<file path="src/inc/hf_osc_pkg.sv">
// Operation
// - after reset the system clock source is the internal high-frequency oscillator
// - divider field 00 divides by 8, 01 by 4, 10 by 2, 11 by 1
// - divider field resets to divide-by-eight
// - writing one to force-suspend stops the oscillator in the run state only
// - suspended oscillator restarts on non-idle usb event or bus power polarity match
// - usb wake events are honoured even while the transceiver is disabled
// - control register resets to 0x80, top bit enables the oscillator
// - system clock source selects hf osc, lf osc, external, or multiplier over two
// - usb clock source selects hf osc, external, or multiplier
// - period trim register resets to a factory value giving 12 MHz
package hf_osc_pkg;

  localparam logic [7:0] ADDR_CONTROL     = 8'hB2;
  localparam logic [7:0] ADDR_TRIM        = 8'hB3;
  localparam logic [7:0] ADDR_CLKSEL      = 8'hC0;
  localparam logic [7:0] ADDR_IRQ_STATUS  = 8'hC1;
  localparam logic [7:0] ADDR_IRQ_MASK    = 8'hC2;

  localparam logic [7:0] CONTROL_RESET    = 8'h80;
  localparam int         BIT_ENABLE       = 7;
  localparam int         BIT_READY        = 6;
  localparam int         BIT_SUSPEND      = 5;
  localparam logic [4:0] TRIM_FACTORY     = 5'h10;
  localparam logic [7:0] CLKSEL_RESET     = 8'h00;
  localparam logic [7:0] IRQ_RESET        = 8'h00;
  localparam logic [7:0] READ_ZERO        = 8'h00;

  localparam int         IRQ_READY        = 0;
  localparam int         IRQ_WAKE         = 1;
  localparam int         IRQ_LOST         = 2;
  localparam logic [2:0] IRQ_BITS_MASK    = 3'h7;

  localparam int         SETTLE_NS        = 2000;
  localparam int         CLK_NS           = 100;
  localparam int         SETTLE_CYCLES    = (SETTLE_NS + CLK_NS - 1) / CLK_NS;
  localparam logic [7:0] SETTLE_COUNT     = 8'(SETTLE_CYCLES);
  localparam logic [7:0] COUNT_ZERO       = 8'h00;
  localparam logic [7:0] COUNT_ONE        = 8'h01;

  typedef enum logic [1:0] {
    DIV_8 = 2'b00,
    DIV_4 = 2'b01,
    DIV_2 = 2'b10,
    DIV_1 = 2'b11
  } divider_type;

  typedef enum logic [1:0] {
    SYS_HF   = 2'b00,
    SYS_EXT  = 2'b01,
    SYS_MULT = 2'b10,
    SYS_LF   = 2'b11
  } sys_source_type;

  typedef enum logic [1:0] {
    USB_HF   = 2'b00,
    USB_MULT = 2'b01,
    USB_EXT  = 2'b10,
    USB_RSVD = 2'b11
  } usb_source_type;

  typedef enum logic [1:0] {
    OSC_OFF      = 2'b00,
    OSC_SETTLE   = 2'b01,
    OSC_RUN      = 2'b10,
    OSC_SUSPEND  = 2'b11
  } osc_state_type;

  typedef struct packed {
    logic [7:0] addr;
    logic [7:0] wdata;
    logic       write;
    logic       read;
  } bus_req_type;

  typedef struct packed {
    sys_source_type sysSource;
    usb_source_type usbSource;
    divider_type    divider;
  } clock_sel_type;

endpackage

</file>
<file path="src/verilog/hf_oscillator_clock_control.sv">
`timescale 1ns/10ps
module hf_oscillator_clock_control
  import hf_osc_pkg::*;
(
  input  wire logic           core_clk,
  input  wire logic           rst,
  input  wire bus_req_type    busReq,
  output logic [7:0]          readData,
  input  wire logic           usbNonIdleEvent,
  input  wire logic           usbTransceiverEnable,
  input  wire logic           busPowerLevel,
  input  wire logic           bus_power_polarity_select,
  output logic                hfOscRun,
  output logic [4:0]          hfOscPeriodTrim,
  output clock_sel_type       clockSel,
  output logic                sysClockEnable,
  output logic                irq
);

  // ------------------------------------------------------------
  // decode
  // ------------------------------------------------------------
  function automatic logic hit(input bus_req_type r, input logic [7:0] a);
    hit = r.addr == a;
  endfunction

  // last count of the divider for each setting
  function automatic logic [7:0] divMax(input divider_type d);
    case (d)
      DIV_8:   divMax = 8'h07;
      DIV_4:   divMax = 8'h03;
      DIV_2:   divMax = 8'h01;
      DIV_1:   divMax = 8'h00;
      default: divMax = 8'h07;
    endcase
  endfunction

  logic          wrControl;
  logic          wrTrim;
  logic          wrClkSel;
  logic          wrStatus;
  logic          wrMask;
  logic          wakeEvent;

  // ------------------------------------------------------------
  // register write decode
  // ------------------------------------------------------------
  assign wrControl = busReq.write && hit(busReq, ADDR_CONTROL);
  assign wrTrim    = busReq.write && hit(busReq, ADDR_TRIM);
  assign wrClkSel  = busReq.write && hit(busReq, ADDR_CLKSEL);
  assign wrStatus  = busReq.write && hit(busReq, ADDR_IRQ_STATUS);
  assign wrMask    = busReq.write && hit(busReq, ADDR_IRQ_MASK);

  // ------------------------------------------------------------
  // wake detection
  // ------------------------------------------------------------
  // transceiver enable deliberately ignored for wake detection
  assign wakeEvent = usbNonIdleEvent
                     || (busPowerLevel == bus_power_polarity_select);

  // ------------------------------------------------------------
  // registers and oscillator state
  // ------------------------------------------------------------
  logic          enable;
  logic [1:0]    divider;
  logic [4:0]    trim;
  clock_sel_type sel;
  logic [2:0]    status;
  logic [2:0]    mask;
  osc_state_type state;
  logic [7:0]    settle;
  logic [7:0]    divCount;
  logic [7:0]    rdata;
  logic          tick;
  logic          irqLine;

  logic          next_enable;
  logic [1:0]    next_divider;
  logic [4:0]    next_trim;
  clock_sel_type next_sel;
  logic [2:0]    next_status;
  logic [2:0]    next_mask;
  osc_state_type next_state;
  logic [7:0]    next_settle;
  logic [7:0]    next_divCount;
  logic [7:0]    next_rdata;
  logic          next_tick;
  logic          next_irqLine;
  logic          runReg;
  logic          next_runReg;
  logic          ready;
  logic [2:0]    events;

  assign ready = state == OSC_RUN;

  always_comb begin
    next_enable   = enable;
    next_divider  = divider;
    next_trim     = trim;
    next_sel      = sel;
    next_mask     = mask;
    // the divider follows the same control write; bits 4..2 are not stored
    if (wrControl) begin
      next_enable  = busReq.wdata[BIT_ENABLE];
      next_divider = busReq.wdata[1:0];
    end
    if (wrTrim) begin
      next_trim = busReq.wdata[4:0];
    end
    if (wrClkSel) begin
      next_sel = clock_sel_type'(busReq.wdata[5:0]);
    end
    if (wrMask) begin
      next_mask = busReq.wdata[2:0] & IRQ_BITS_MASK;
    end
  end

  // ------------------------------------------------------------
  // oscillator state machine
  // ------------------------------------------------------------
  always_comb begin
    next_state  = state;
    next_settle = settle;
    events      = 3'h0;
    case (state)
      OSC_OFF: begin
        if (next_enable) begin
          next_state  = OSC_SETTLE;
          next_settle = SETTLE_COUNT;
        end
      end
      OSC_SETTLE: begin
        // count down; run follows once the count reaches one
        if (settle == COUNT_ONE || settle == COUNT_ZERO) begin
          next_state = OSC_RUN;
          events[IRQ_READY] = 1'b1;
        end else begin
          next_settle = settle - COUNT_ONE;
        end
      end
      OSC_RUN: begin
        // a suspend write outside the run state is ignored
        if (wrControl && busReq.wdata[BIT_SUSPEND]) begin
          next_state = OSC_SUSPEND;
          events[IRQ_LOST] = 1'b1;
        end
      end
      OSC_SUSPEND: begin
        if (wakeEvent) begin
          next_state  = OSC_SETTLE;
          next_settle = SETTLE_COUNT;
          events[IRQ_WAKE] = 1'b1;
        end
      end
      default: begin
        next_state = OSC_OFF;
      end
    endcase
    // clearing the enable bit stops the oscillator from any state
    if (!next_enable && state != OSC_OFF) begin
      next_state = OSC_OFF;
      if (state == OSC_RUN) begin
        events[IRQ_LOST] = 1'b1;
      end
    end
    next_runReg = next_state == OSC_SETTLE || next_state == OSC_RUN;
  end

  // ------------------------------------------------------------
  // sticky status bits
  // ------------------------------------------------------------
  for (genvar i = 0; i < 3; i++) begin : g_status
    logic clearBit;
    // set wins over a write-one clear
    assign clearBit       = wrStatus && busReq.wdata[i];
    assign next_status[i] = events[i] || (status[i] && !clearBit);
  end

  // ------------------------------------------------------------
  // system clock divider
  // ------------------------------------------------------------
  always_comb begin
    next_divCount = divCount;
    next_tick     = 1'b0;
    // no tick once the oscillator is leaving the run state
    if (ready && next_state == OSC_RUN) begin
      if (divCount >= divMax(divider_type'(divider))) begin
        next_divCount = COUNT_ZERO;
        next_tick     = 1'b1;
      end else begin
        next_divCount = divCount + COUNT_ONE;
      end
    end else begin
      next_divCount = COUNT_ZERO;
    end
  end

  // ------------------------------------------------------------
  // register read port
  // ------------------------------------------------------------
  always_comb begin
    next_rdata = READ_ZERO;
    if (busReq.read) begin
      // suspend is an action, not a stored bit, so it reads back as zero
      case (busReq.addr)
        ADDR_CONTROL:    next_rdata = {enable, ready, 1'b0, 3'b000, divider};
        ADDR_TRIM:       next_rdata = {3'b000, trim};
        ADDR_CLKSEL:     next_rdata = {2'b00, sel};
        ADDR_IRQ_STATUS: next_rdata = {5'h00, status};
        ADDR_IRQ_MASK:   next_rdata = {5'h00, mask};
        default:         next_rdata = READ_ZERO;
      endcase
    end
  end

  // ------------------------------------------------------------
  // interrupt line
  // ------------------------------------------------------------
  always_comb begin
    next_irqLine = |(next_status & next_mask);
  end

  // ------------------------------------------------------------
  // register file
  // ------------------------------------------------------------
  always_ff @(posedge core_clk or posedge rst) begin
    if (rst) begin
      enable  <= CONTROL_RESET[BIT_ENABLE];
      divider <= CONTROL_RESET[1:0];
      trim    <= TRIM_FACTORY;
      sel     <= clock_sel_type'(CLKSEL_RESET[5:0]);
      mask    <= IRQ_RESET[2:0];
    end else begin
      enable  <= next_enable;
      divider <= next_divider;
      trim    <= next_trim;
      sel     <= next_sel;
      mask    <= next_mask;
    end
  end

  // ------------------------------------------------------------
  // oscillator state registers
  // ------------------------------------------------------------
  // the run output mirrors the settle and run states
  always_ff @(posedge core_clk or posedge rst) begin
    if (rst) begin
      state  <= OSC_OFF;
      settle <= COUNT_ZERO;
      runReg <= 1'b0;
    end else begin
      state  <= next_state;
      settle <= next_settle;
      runReg <= next_runReg;
    end
  end

  // ------------------------------------------------------------
  // status register
  // ------------------------------------------------------------
  always_ff @(posedge core_clk or posedge rst) begin
    if (rst) begin
      status <= IRQ_RESET[2:0];
    end else begin
      status <= next_status;
    end
  end

  // ------------------------------------------------------------
  // divider, read data and interrupt registers
  // ------------------------------------------------------------
  always_ff @(posedge core_clk or posedge rst) begin
    if (rst) begin
      divCount <= COUNT_ZERO;
      rdata    <= READ_ZERO;
      tick     <= 1'b0;
      irqLine  <= 1'b0;
    end else begin
      divCount <= next_divCount;
      rdata    <= next_rdata;
      tick     <= next_tick;
      irqLine  <= next_irqLine;
    end
  end

  // ------------------------------------------------------------
  // outputs
  // ------------------------------------------------------------
  // every output is a register copy
  assign readData        = rdata;
  assign hfOscRun        = runReg;
  assign hfOscPeriodTrim = trim;
  assign clockSel        = sel;
  assign sysClockEnable  = tick;
  assign irq             = irqLine;
  logic unusedXcvr;
  assign unusedXcvr = usbTransceiverEnable;

endmodule

</file>
<file path="config.mk">
export PLATFORM = sky130hd
export DESIGN_NAME = hf_oscillator_clock_control
export DESIGN_NICKNAME = d
export VERILOG_FILES = /design/src/inc/hf_osc_pkg.sv /design/src/verilog/hf_oscillator_clock_control.sv
export SDC_FILE = /design/constraint.sdc
export NUM_CORES = 1
export LEC_CHECK = 0
export ABC_AREA = 1
export ABC_CLOCK_PERIOD_IN_PS = 4240
export BUFFER_PORTS_ARGS = -buffer_cell sky130_fd_sc_hd__buf_2
export CAP_MARGIN = 20
export CORE_MARGIN = 10
export CORE_UTILIZATION = 30
export DETAILED_ROUTE_END_ITERATION = 10
export PLACE_DENSITY = 0.58
export SLEW_MARGIN = 20
export SYNTH_ARGS = -nofsm -noshare
export SYNTH_HDL_FRONTEND = slang
export SYNTH_SLANG_ARGS = --single-unit
</file>
<file path="constraint.sdc">
create_clock -name core_clk -period 4.24 [get_ports core_clk]
set_clock_uncertainty 0.2 [all_clocks]
set_input_delay 0.212 -clock core_clk [delete_from_list [all_inputs] [get_ports core_clk]]
set_output_delay 0.212 -clock core_clk [all_outputs]
set_load 0.03 [all_outputs]
</file>
; ---- Yosys cells after proc, flatten, opt, wreduce, memory -nomap -nowiden
; Index checks and enable logic that the tools add are counted.
[classes]
add_sub_neg = 2
mul = 0
div = 0
order_cmp = 1
eq_ne = 18
n_shift = 0
n_mux = 28
bitwise = 1
n_reduce_logical = 31
[op_table]
columns = cell, n
row1 = two-way mux 8 bit, 7
row2 = "equality test 8 bit, second input constant", 5
row3 = one-hot mux 8 bit (5 select lines), 1
row4 = one-hot mux 8 bit (4 select lines), 1
row5 = one-hot mux 8 bit (3 select lines), 1
row6 = logical AND 1 bit, 14
row7 = two-way mux 1 bit, 11
row8 = "equality test 2 bit, second input constant", 5
row9 = two-way mux 2 bit, 5
row10 = "adder 8 x 1 -> 8 bit, second input constant", 1
row11 = "equality test 8 x 1 -> 1 bit, second input constant", 1
row12 = >= comparator 8 bit, 1
row13 = logical NOT 8 bit, 1
row14 = one-hot mux 2 bit (4 select lines), 1
row15 = "subtractor 8 x 1 -> 8 bit, second input constant", 1
row16 = "equality test 2 x 1 -> 1 bit, second input constant", 3
row17 = logical OR 1 bit, 6
row18 = "!= test 2 bit, second input constant", 3
row19 = logical NOT 1 bit, 4
row20 = logical NOT 2 bit, 2
row21 = AND reduction 4 bit, 1
row22 = AND 3 bit, 1
row23 = two-way mux 3 bit, 1
row24 = nonzero test 3 bit, 1
row25 = other kinds (3), 3
[totals]
ff_bits = 49
latch_bits = 0
ramBits = 0
rom_bits = 0
inputBits = 24
output_inout_bits = 22
mem_count = 0

; ---- Logic depth before layout (Yosys ltp)
[depth]
word_depth = 12
depth_mapped = 11

; ---- Least setup slack after synthesis
; No wires, ideal clock.
[synth_timing]
path_type = reg-to-reg
startpoint = reg settle[0]
endpoint = reg divCount[0]
arrival_time_ps = 1488
t_required_ps = 3919
setup_slack_ps = 2431
stages_incl_launch_ff = 10
synth_period_minus_slack_ps = 1809
path_cell_list = dfrtp_1 > inv_1 > ha_1 > o211ai_2 > nor2_2 > nor2_2 > a21oi_1 > ha_1 > nand4_1 > nor2_1
[synth_via]
elab_chain_len = 8
word_cells_on_any_way = 9
classes_between = 2 x eq/ne / 4 x mux / 3 x reduce/logical
[synth_lines]
columns = element, line
row1 = "start, declared", hf_oscillator_clock_control.sv:71  ; logic [7:0] settle;
row2 = "start signal, assigned", hf_oscillator_clock_control.sv:253  ; settle <= next_settle;
row3 = equality test 8 x 1 -> 1 bit or logical NOT 8 bit (tied branches), hf_oscillator_clock_control.sv:134  ; if (settle == COUNT_ONE || settle == COUNT_ZERO) begin
row4 = logical OR 1 bit (*), hf_oscillator_clock_control.sv:134
row5 = two-way mux 2 bit (*), hf_oscillator_clock_control.sv:134
row6 = one-hot mux 2 bit (4 select lines) (*), hf_oscillator_clock_control.sv:125  ; case (state)
row7 = two-way mux 2 bit (*), hf_oscillator_clock_control.sv:160  ; if (!next_enable && state != OSC_OFF) begin
row8 = named net next_state[1], hf_oscillator_clock_control.sv:83  ; osc_state_type next_state;
row9 = equality test 2 bit (*), hf_oscillator_clock_control.sv:186  ; if (ready && next_state == OSC_RUN) begin
row10 = logical AND 1 bit (*), hf_oscillator_clock_control.sv:186
row11 = two-way mux 8 bit (*), hf_oscillator_clock_control.sv:186
row12 = named net next_divCount[0], hf_oscillator_clock_control.sv:85  ; logic [7:0] next_divCount;
row13 = "end signal, assigned", hf_oscillator_clock_control.sv:279  ; divCount <= next_divCount;
row14 = "end, declared", hf_oscillator_clock_control.sv:72  ; logic [7:0] divCount;
; The timed path passes the listed nets; every way through them passes the cells marked *.
; A chain may end at the register's enable or synchronous reset.

; ---- Worst setup path in the final report
[layout_timing]
startpoint = in busReq[10] in the netlist's numbering
endpoint = reg divCount[2]
[layout_via]
elab_chain_len = 9
word_cells_on_any_way = 13
classes_between = 2 x eq/ne / 6 x mux / 5 x reduce/logical
[layout_lines]
columns = element, line
row1 = "start, declared", hf_oscillator_clock_control.sv:7  ; input wire bus_req_type busReq,
row2 = equality test 8 bit (*), hf_oscillator_clock_control.sv:24  ; hit = r.addr == a;
row3 = logical AND 1 bit (*), hf_oscillator_clock_control.sv:48  ; assign wrControl = busReq.write && hit(busReq, ADDR_CONTROL);
row4 = two-way mux 1 bit or logical AND 1 bit (tied branches), "hf_oscillator_clock_control.sv:103, hf_oscillator_clock_control.sv:143"
row5 = two-way mux 2 bit (tied with other cells), hf_oscillator_clock_control.sv:127  ; if (next_enable) begin
row6 = one-hot mux 2 bit (4 select lines) or logical AND 1 bit (tied branches), "hf_oscillator_clock_control.sv:125, hf_oscillator_clock_control.sv:160"
row7 = two-way mux 2 bit (*), hf_oscillator_clock_control.sv:160
row8 = equality test 2 bit (*), hf_oscillator_clock_control.sv:186
row9 = logical AND 1 bit (*), hf_oscillator_clock_control.sv:186
row10 = two-way mux 8 bit (*), hf_oscillator_clock_control.sv:186
row11 = named net next_divCount[2], hf_oscillator_clock_control.sv:85
; Marked as above.

==> metrics <==
final total power slightly above 1 mW; clk buf depth 2; Most Used Layer, Global Route met2; Net Switching about 0.32 mW; Final Max Tran Viols 0; DRT Wirelength 5.50 mm; worst min path class input port to flop; standby leakage power roughly 1.6 nW; Peak supply drop between 0.0001 and 0.00015 V; proportion of power drawn by the clock network around 28%; slowest library cell on the worst path dlygate4sd3_1; horizontal extent of the die approximately 110 um; GRT met1 Usage ~11%; Post CTS Setup Buffer Count 0; most common cell after layout, fill and taps aside nand2_1; category of the worst setup path capture point flop; run status finished clean; Slew headroom a little over two fifths; post-detail-place hpwl approximately 4.1 mm; register clock-pin slew on the reported worst setup and hold paths ~100 ps; Bufs and invs on worst path 4; number of buffers added on ports 43; MaxCap Viol Count 0; routing usage on met2 between 10% and 20%; setup violation total in the final timing report 0; post-CTS resize count 0; first-pass GRT wire length around 9.8 mm; Final Hold Vio Count 0; hold slack roughly 14 ps; drc violations 0; diodes inserted 0; kind of cell with the highest combined delay on the critical path buffers and inverters; maximum number of pins on one net before global-route repair 50; fraction of layout cells with a size suffix above 1 around a quarter; via density per instance between 4 and 5; worst path cell trace dlygate4sd3_1 -> buf_2 -> inv_2 -> nand2_2 -> nor2_4 -> nand3_4 -> inv_1 -> nand3_1 -> o21ai_0 -> nand2_1 -> ha_1 -> nand4_1 -> nor2_1; final antenna-violating net count 0; minimum clock period after layout 2140 ps; die footprint 12300 um^2; TritonCTS buffer count 5; Worst Path Max Fanout 6; Routed WL per cell between 10 and 15 um; cell at the root of the clock tree clkbuf_8; slew at the pin closest to its max-slew limit 847 ps; # rows 33; post-synthesis instance total 291; switching part of the total power a little under a third; sequential cell area in the final layout between 1000 and 1500 um^2; Crit path depth 13; maximum single-stage delay on the critical path ~540 ps; height of the die around 110 um; number of ports placed on the die boundary 46; detailed-router iteration count before antenna repair 4; data required time at the worst endpoint 4240 ps; number of global-route vias before repair around 2100; number of DRC violations after detailed-routing iteration 0 90; Sequential Power Share between 50% and 60%; number of sinks handled by clock tree synthesis 49; Yosys reg bits 49; synth warn 0; sum of negative setup slack 0 ps; Crit Path Category input port to flop; Starting Density slightly above 30%; netlist area before placement between 2000 and 2500 um^2; internal power around 0.69 mW; nature of the critical path startpoint input port; RD Place Congestion between 0.7 and 0.8; pwr/cell area between 300 and 400 nW/um^2; worst endpoint data arrival time 2140 ps; via count of the routed design 1988; CTS tree done; RSZ-0062 raised after global routing false; GRT Residual Overflow 0; global-route total usage across every layer a little under a tenth; post-synthesis average cell area roughly 8.5 um^2; commonest cells after routing, fill and taps aside nand2_1 (83), dfrtp_1 (47), buf_2 (43); worst slack at placement ~2200 ps; number of cells traversed by the worst hold path 3; core area 8130 um^2; proportion of synthesized chip area in sequential cells 49.4%; Synth cell types 37; Layout fillers about 840; number of antenna violations at the first check in global routing 0; met3 Usage GRT under 10%; post-layout worst setup margin 2100 ps; number of buffers added to fix hold violations after cts 7; Worst-Skew Late Latency 300 ps; depth of the CTS H-tree 2; area delta synth->final 19.7%; final net count 379; worst reg2reg path depth 9; maximum clock frequency around 470 MHz; Gate power share between 20% and 30%; Final Cycle Share 50.6%; area used by multi-input combinational logic about 1100 um^2
==> cell usage after synthesis <==
cell / n / share of area (%)
a21boi_0: 1 / 0.30
a21oi_1: 8 / 1.6
a22o_1: 1 / 0.35
and3_1: 1 / 0.25
buf_12: 1 / 0.81
buf_2: 1 / 0.20
clkbuf_1: 1 / 0.15
conb_1: 1 / 0.15
dfrtp_1: 47 / 47
dfstp_2: 2 / 2.1
ha_1: 7 / 3.5
inv_1: 31 / 4.7
inv_2: 5 / 0.76
nand2_1: 83 / 13
nand2_2: 6 / 1.5
nand2_4: 2 / 0.91
nand3_1: 21 / 4.2
nand3_2: 1 / 0.40
nand3_4: 1 / 0.71
nand4_1: 2 / 0.50
nand4_2: 1 / 0.50
nor2_1: 23 / 3.5
nor2_2: 6 / 1.5
nor2_4: 3 / 1.4
nor3_2: 2 / 0.81
nor3b_1: 1 / 0.30
nor4_1: 2 / 0.50
o211ai_1: 1 / 0.30
o211ai_2: 1 / 0.50
o21a_1: 1 / 0.30
o21ai_0: 9 / 1.8
o21ai_1: 3 / 0.60
o21ai_2: 5 / 1.8
or2_0: 1 / 0.25
or2_2: 2 / 0.50
xnor2_1: 2 / 0.71
xor2_1: 5 / 1.8
==> final cells by class <==
| type | count | share of cell area, % |
|---|---|---|
| well taps | 105 | 4.42 |
| flip-flops and latches | 49 | 41.3 |
| clock buffers | 5 | 2.31 |
| clock inverters | 3 | 0.715 |
| inverters | 36 | 4.58 |
| multi-input cells | 206 | 37.1 |
| repair buffers | 50 | 9.59 |
==> worst min-delay path: cells and delay by family <==
kind / cells / cell delay [ps]
AOI/OAI and AO/OA: 1 / 60
buffers and inverters: 2 / 210
==> routing by layer <==
layer	vias to the layer above	share of wire, %
met4	0	0.53
li1	1028	-
met3	2	5.6
met5	-	0
met2	38	47
met1	920	47
==> registers in the layout, summed over array words and instances, names as in the netlist, 2 cells and up <==
register	flops
divCount	8
readData	8
settle	8
clockSel	6
hfOscPeriodTrim	5
mask	3
status	3
divider	2
state	2
==> logic make-up after synthesis <==
kind of cell	synth area share [%]
simple gates	30.3
flops	49.4
buf+inv	6.60
compound gates	7.55
xor+xnor	2.47
fa+ha+maj	3.52
other cells	0.151
==> path summary, 6_finish.rpt <==
path,from,to,slack (ps)
worst max-delay path,busReq[10],divCount[2],2100
worst min-delay path,busReq[0],readData[0],10
worst max register to register,settle[0],divCount[2],2180
max in group asynchronous,rst,settle[2],2930
min in group asynchronous,rst,settle[5],400
worst min register to register,hfOscPeriodTrim[4],hfOscPeriodTrim[4],290
==> stage by stage <==
step,area (um^2),utilization [%],std cells
after floorplan,2500,-,294
after global placement,2810,34.6,439
after detailed placement,2810,34.6,439
after CTS,2970,36.6,454
after global routing,2980,36.6,454
final,2980,36.6,454
==> power groups by stage <==
stage               clock network (mW)  logic, mW  registers (mW)
global route                     0.317      0.236           0.529
CTS                              0.297      0.210           0.525
floorplan                            0      0.146           0.542
detailed placement                   0      0.204           0.534
global placement                     0      0.199           0.532
finish                           0.284      0.206           0.524
Power figures use the tool's default switching activity.
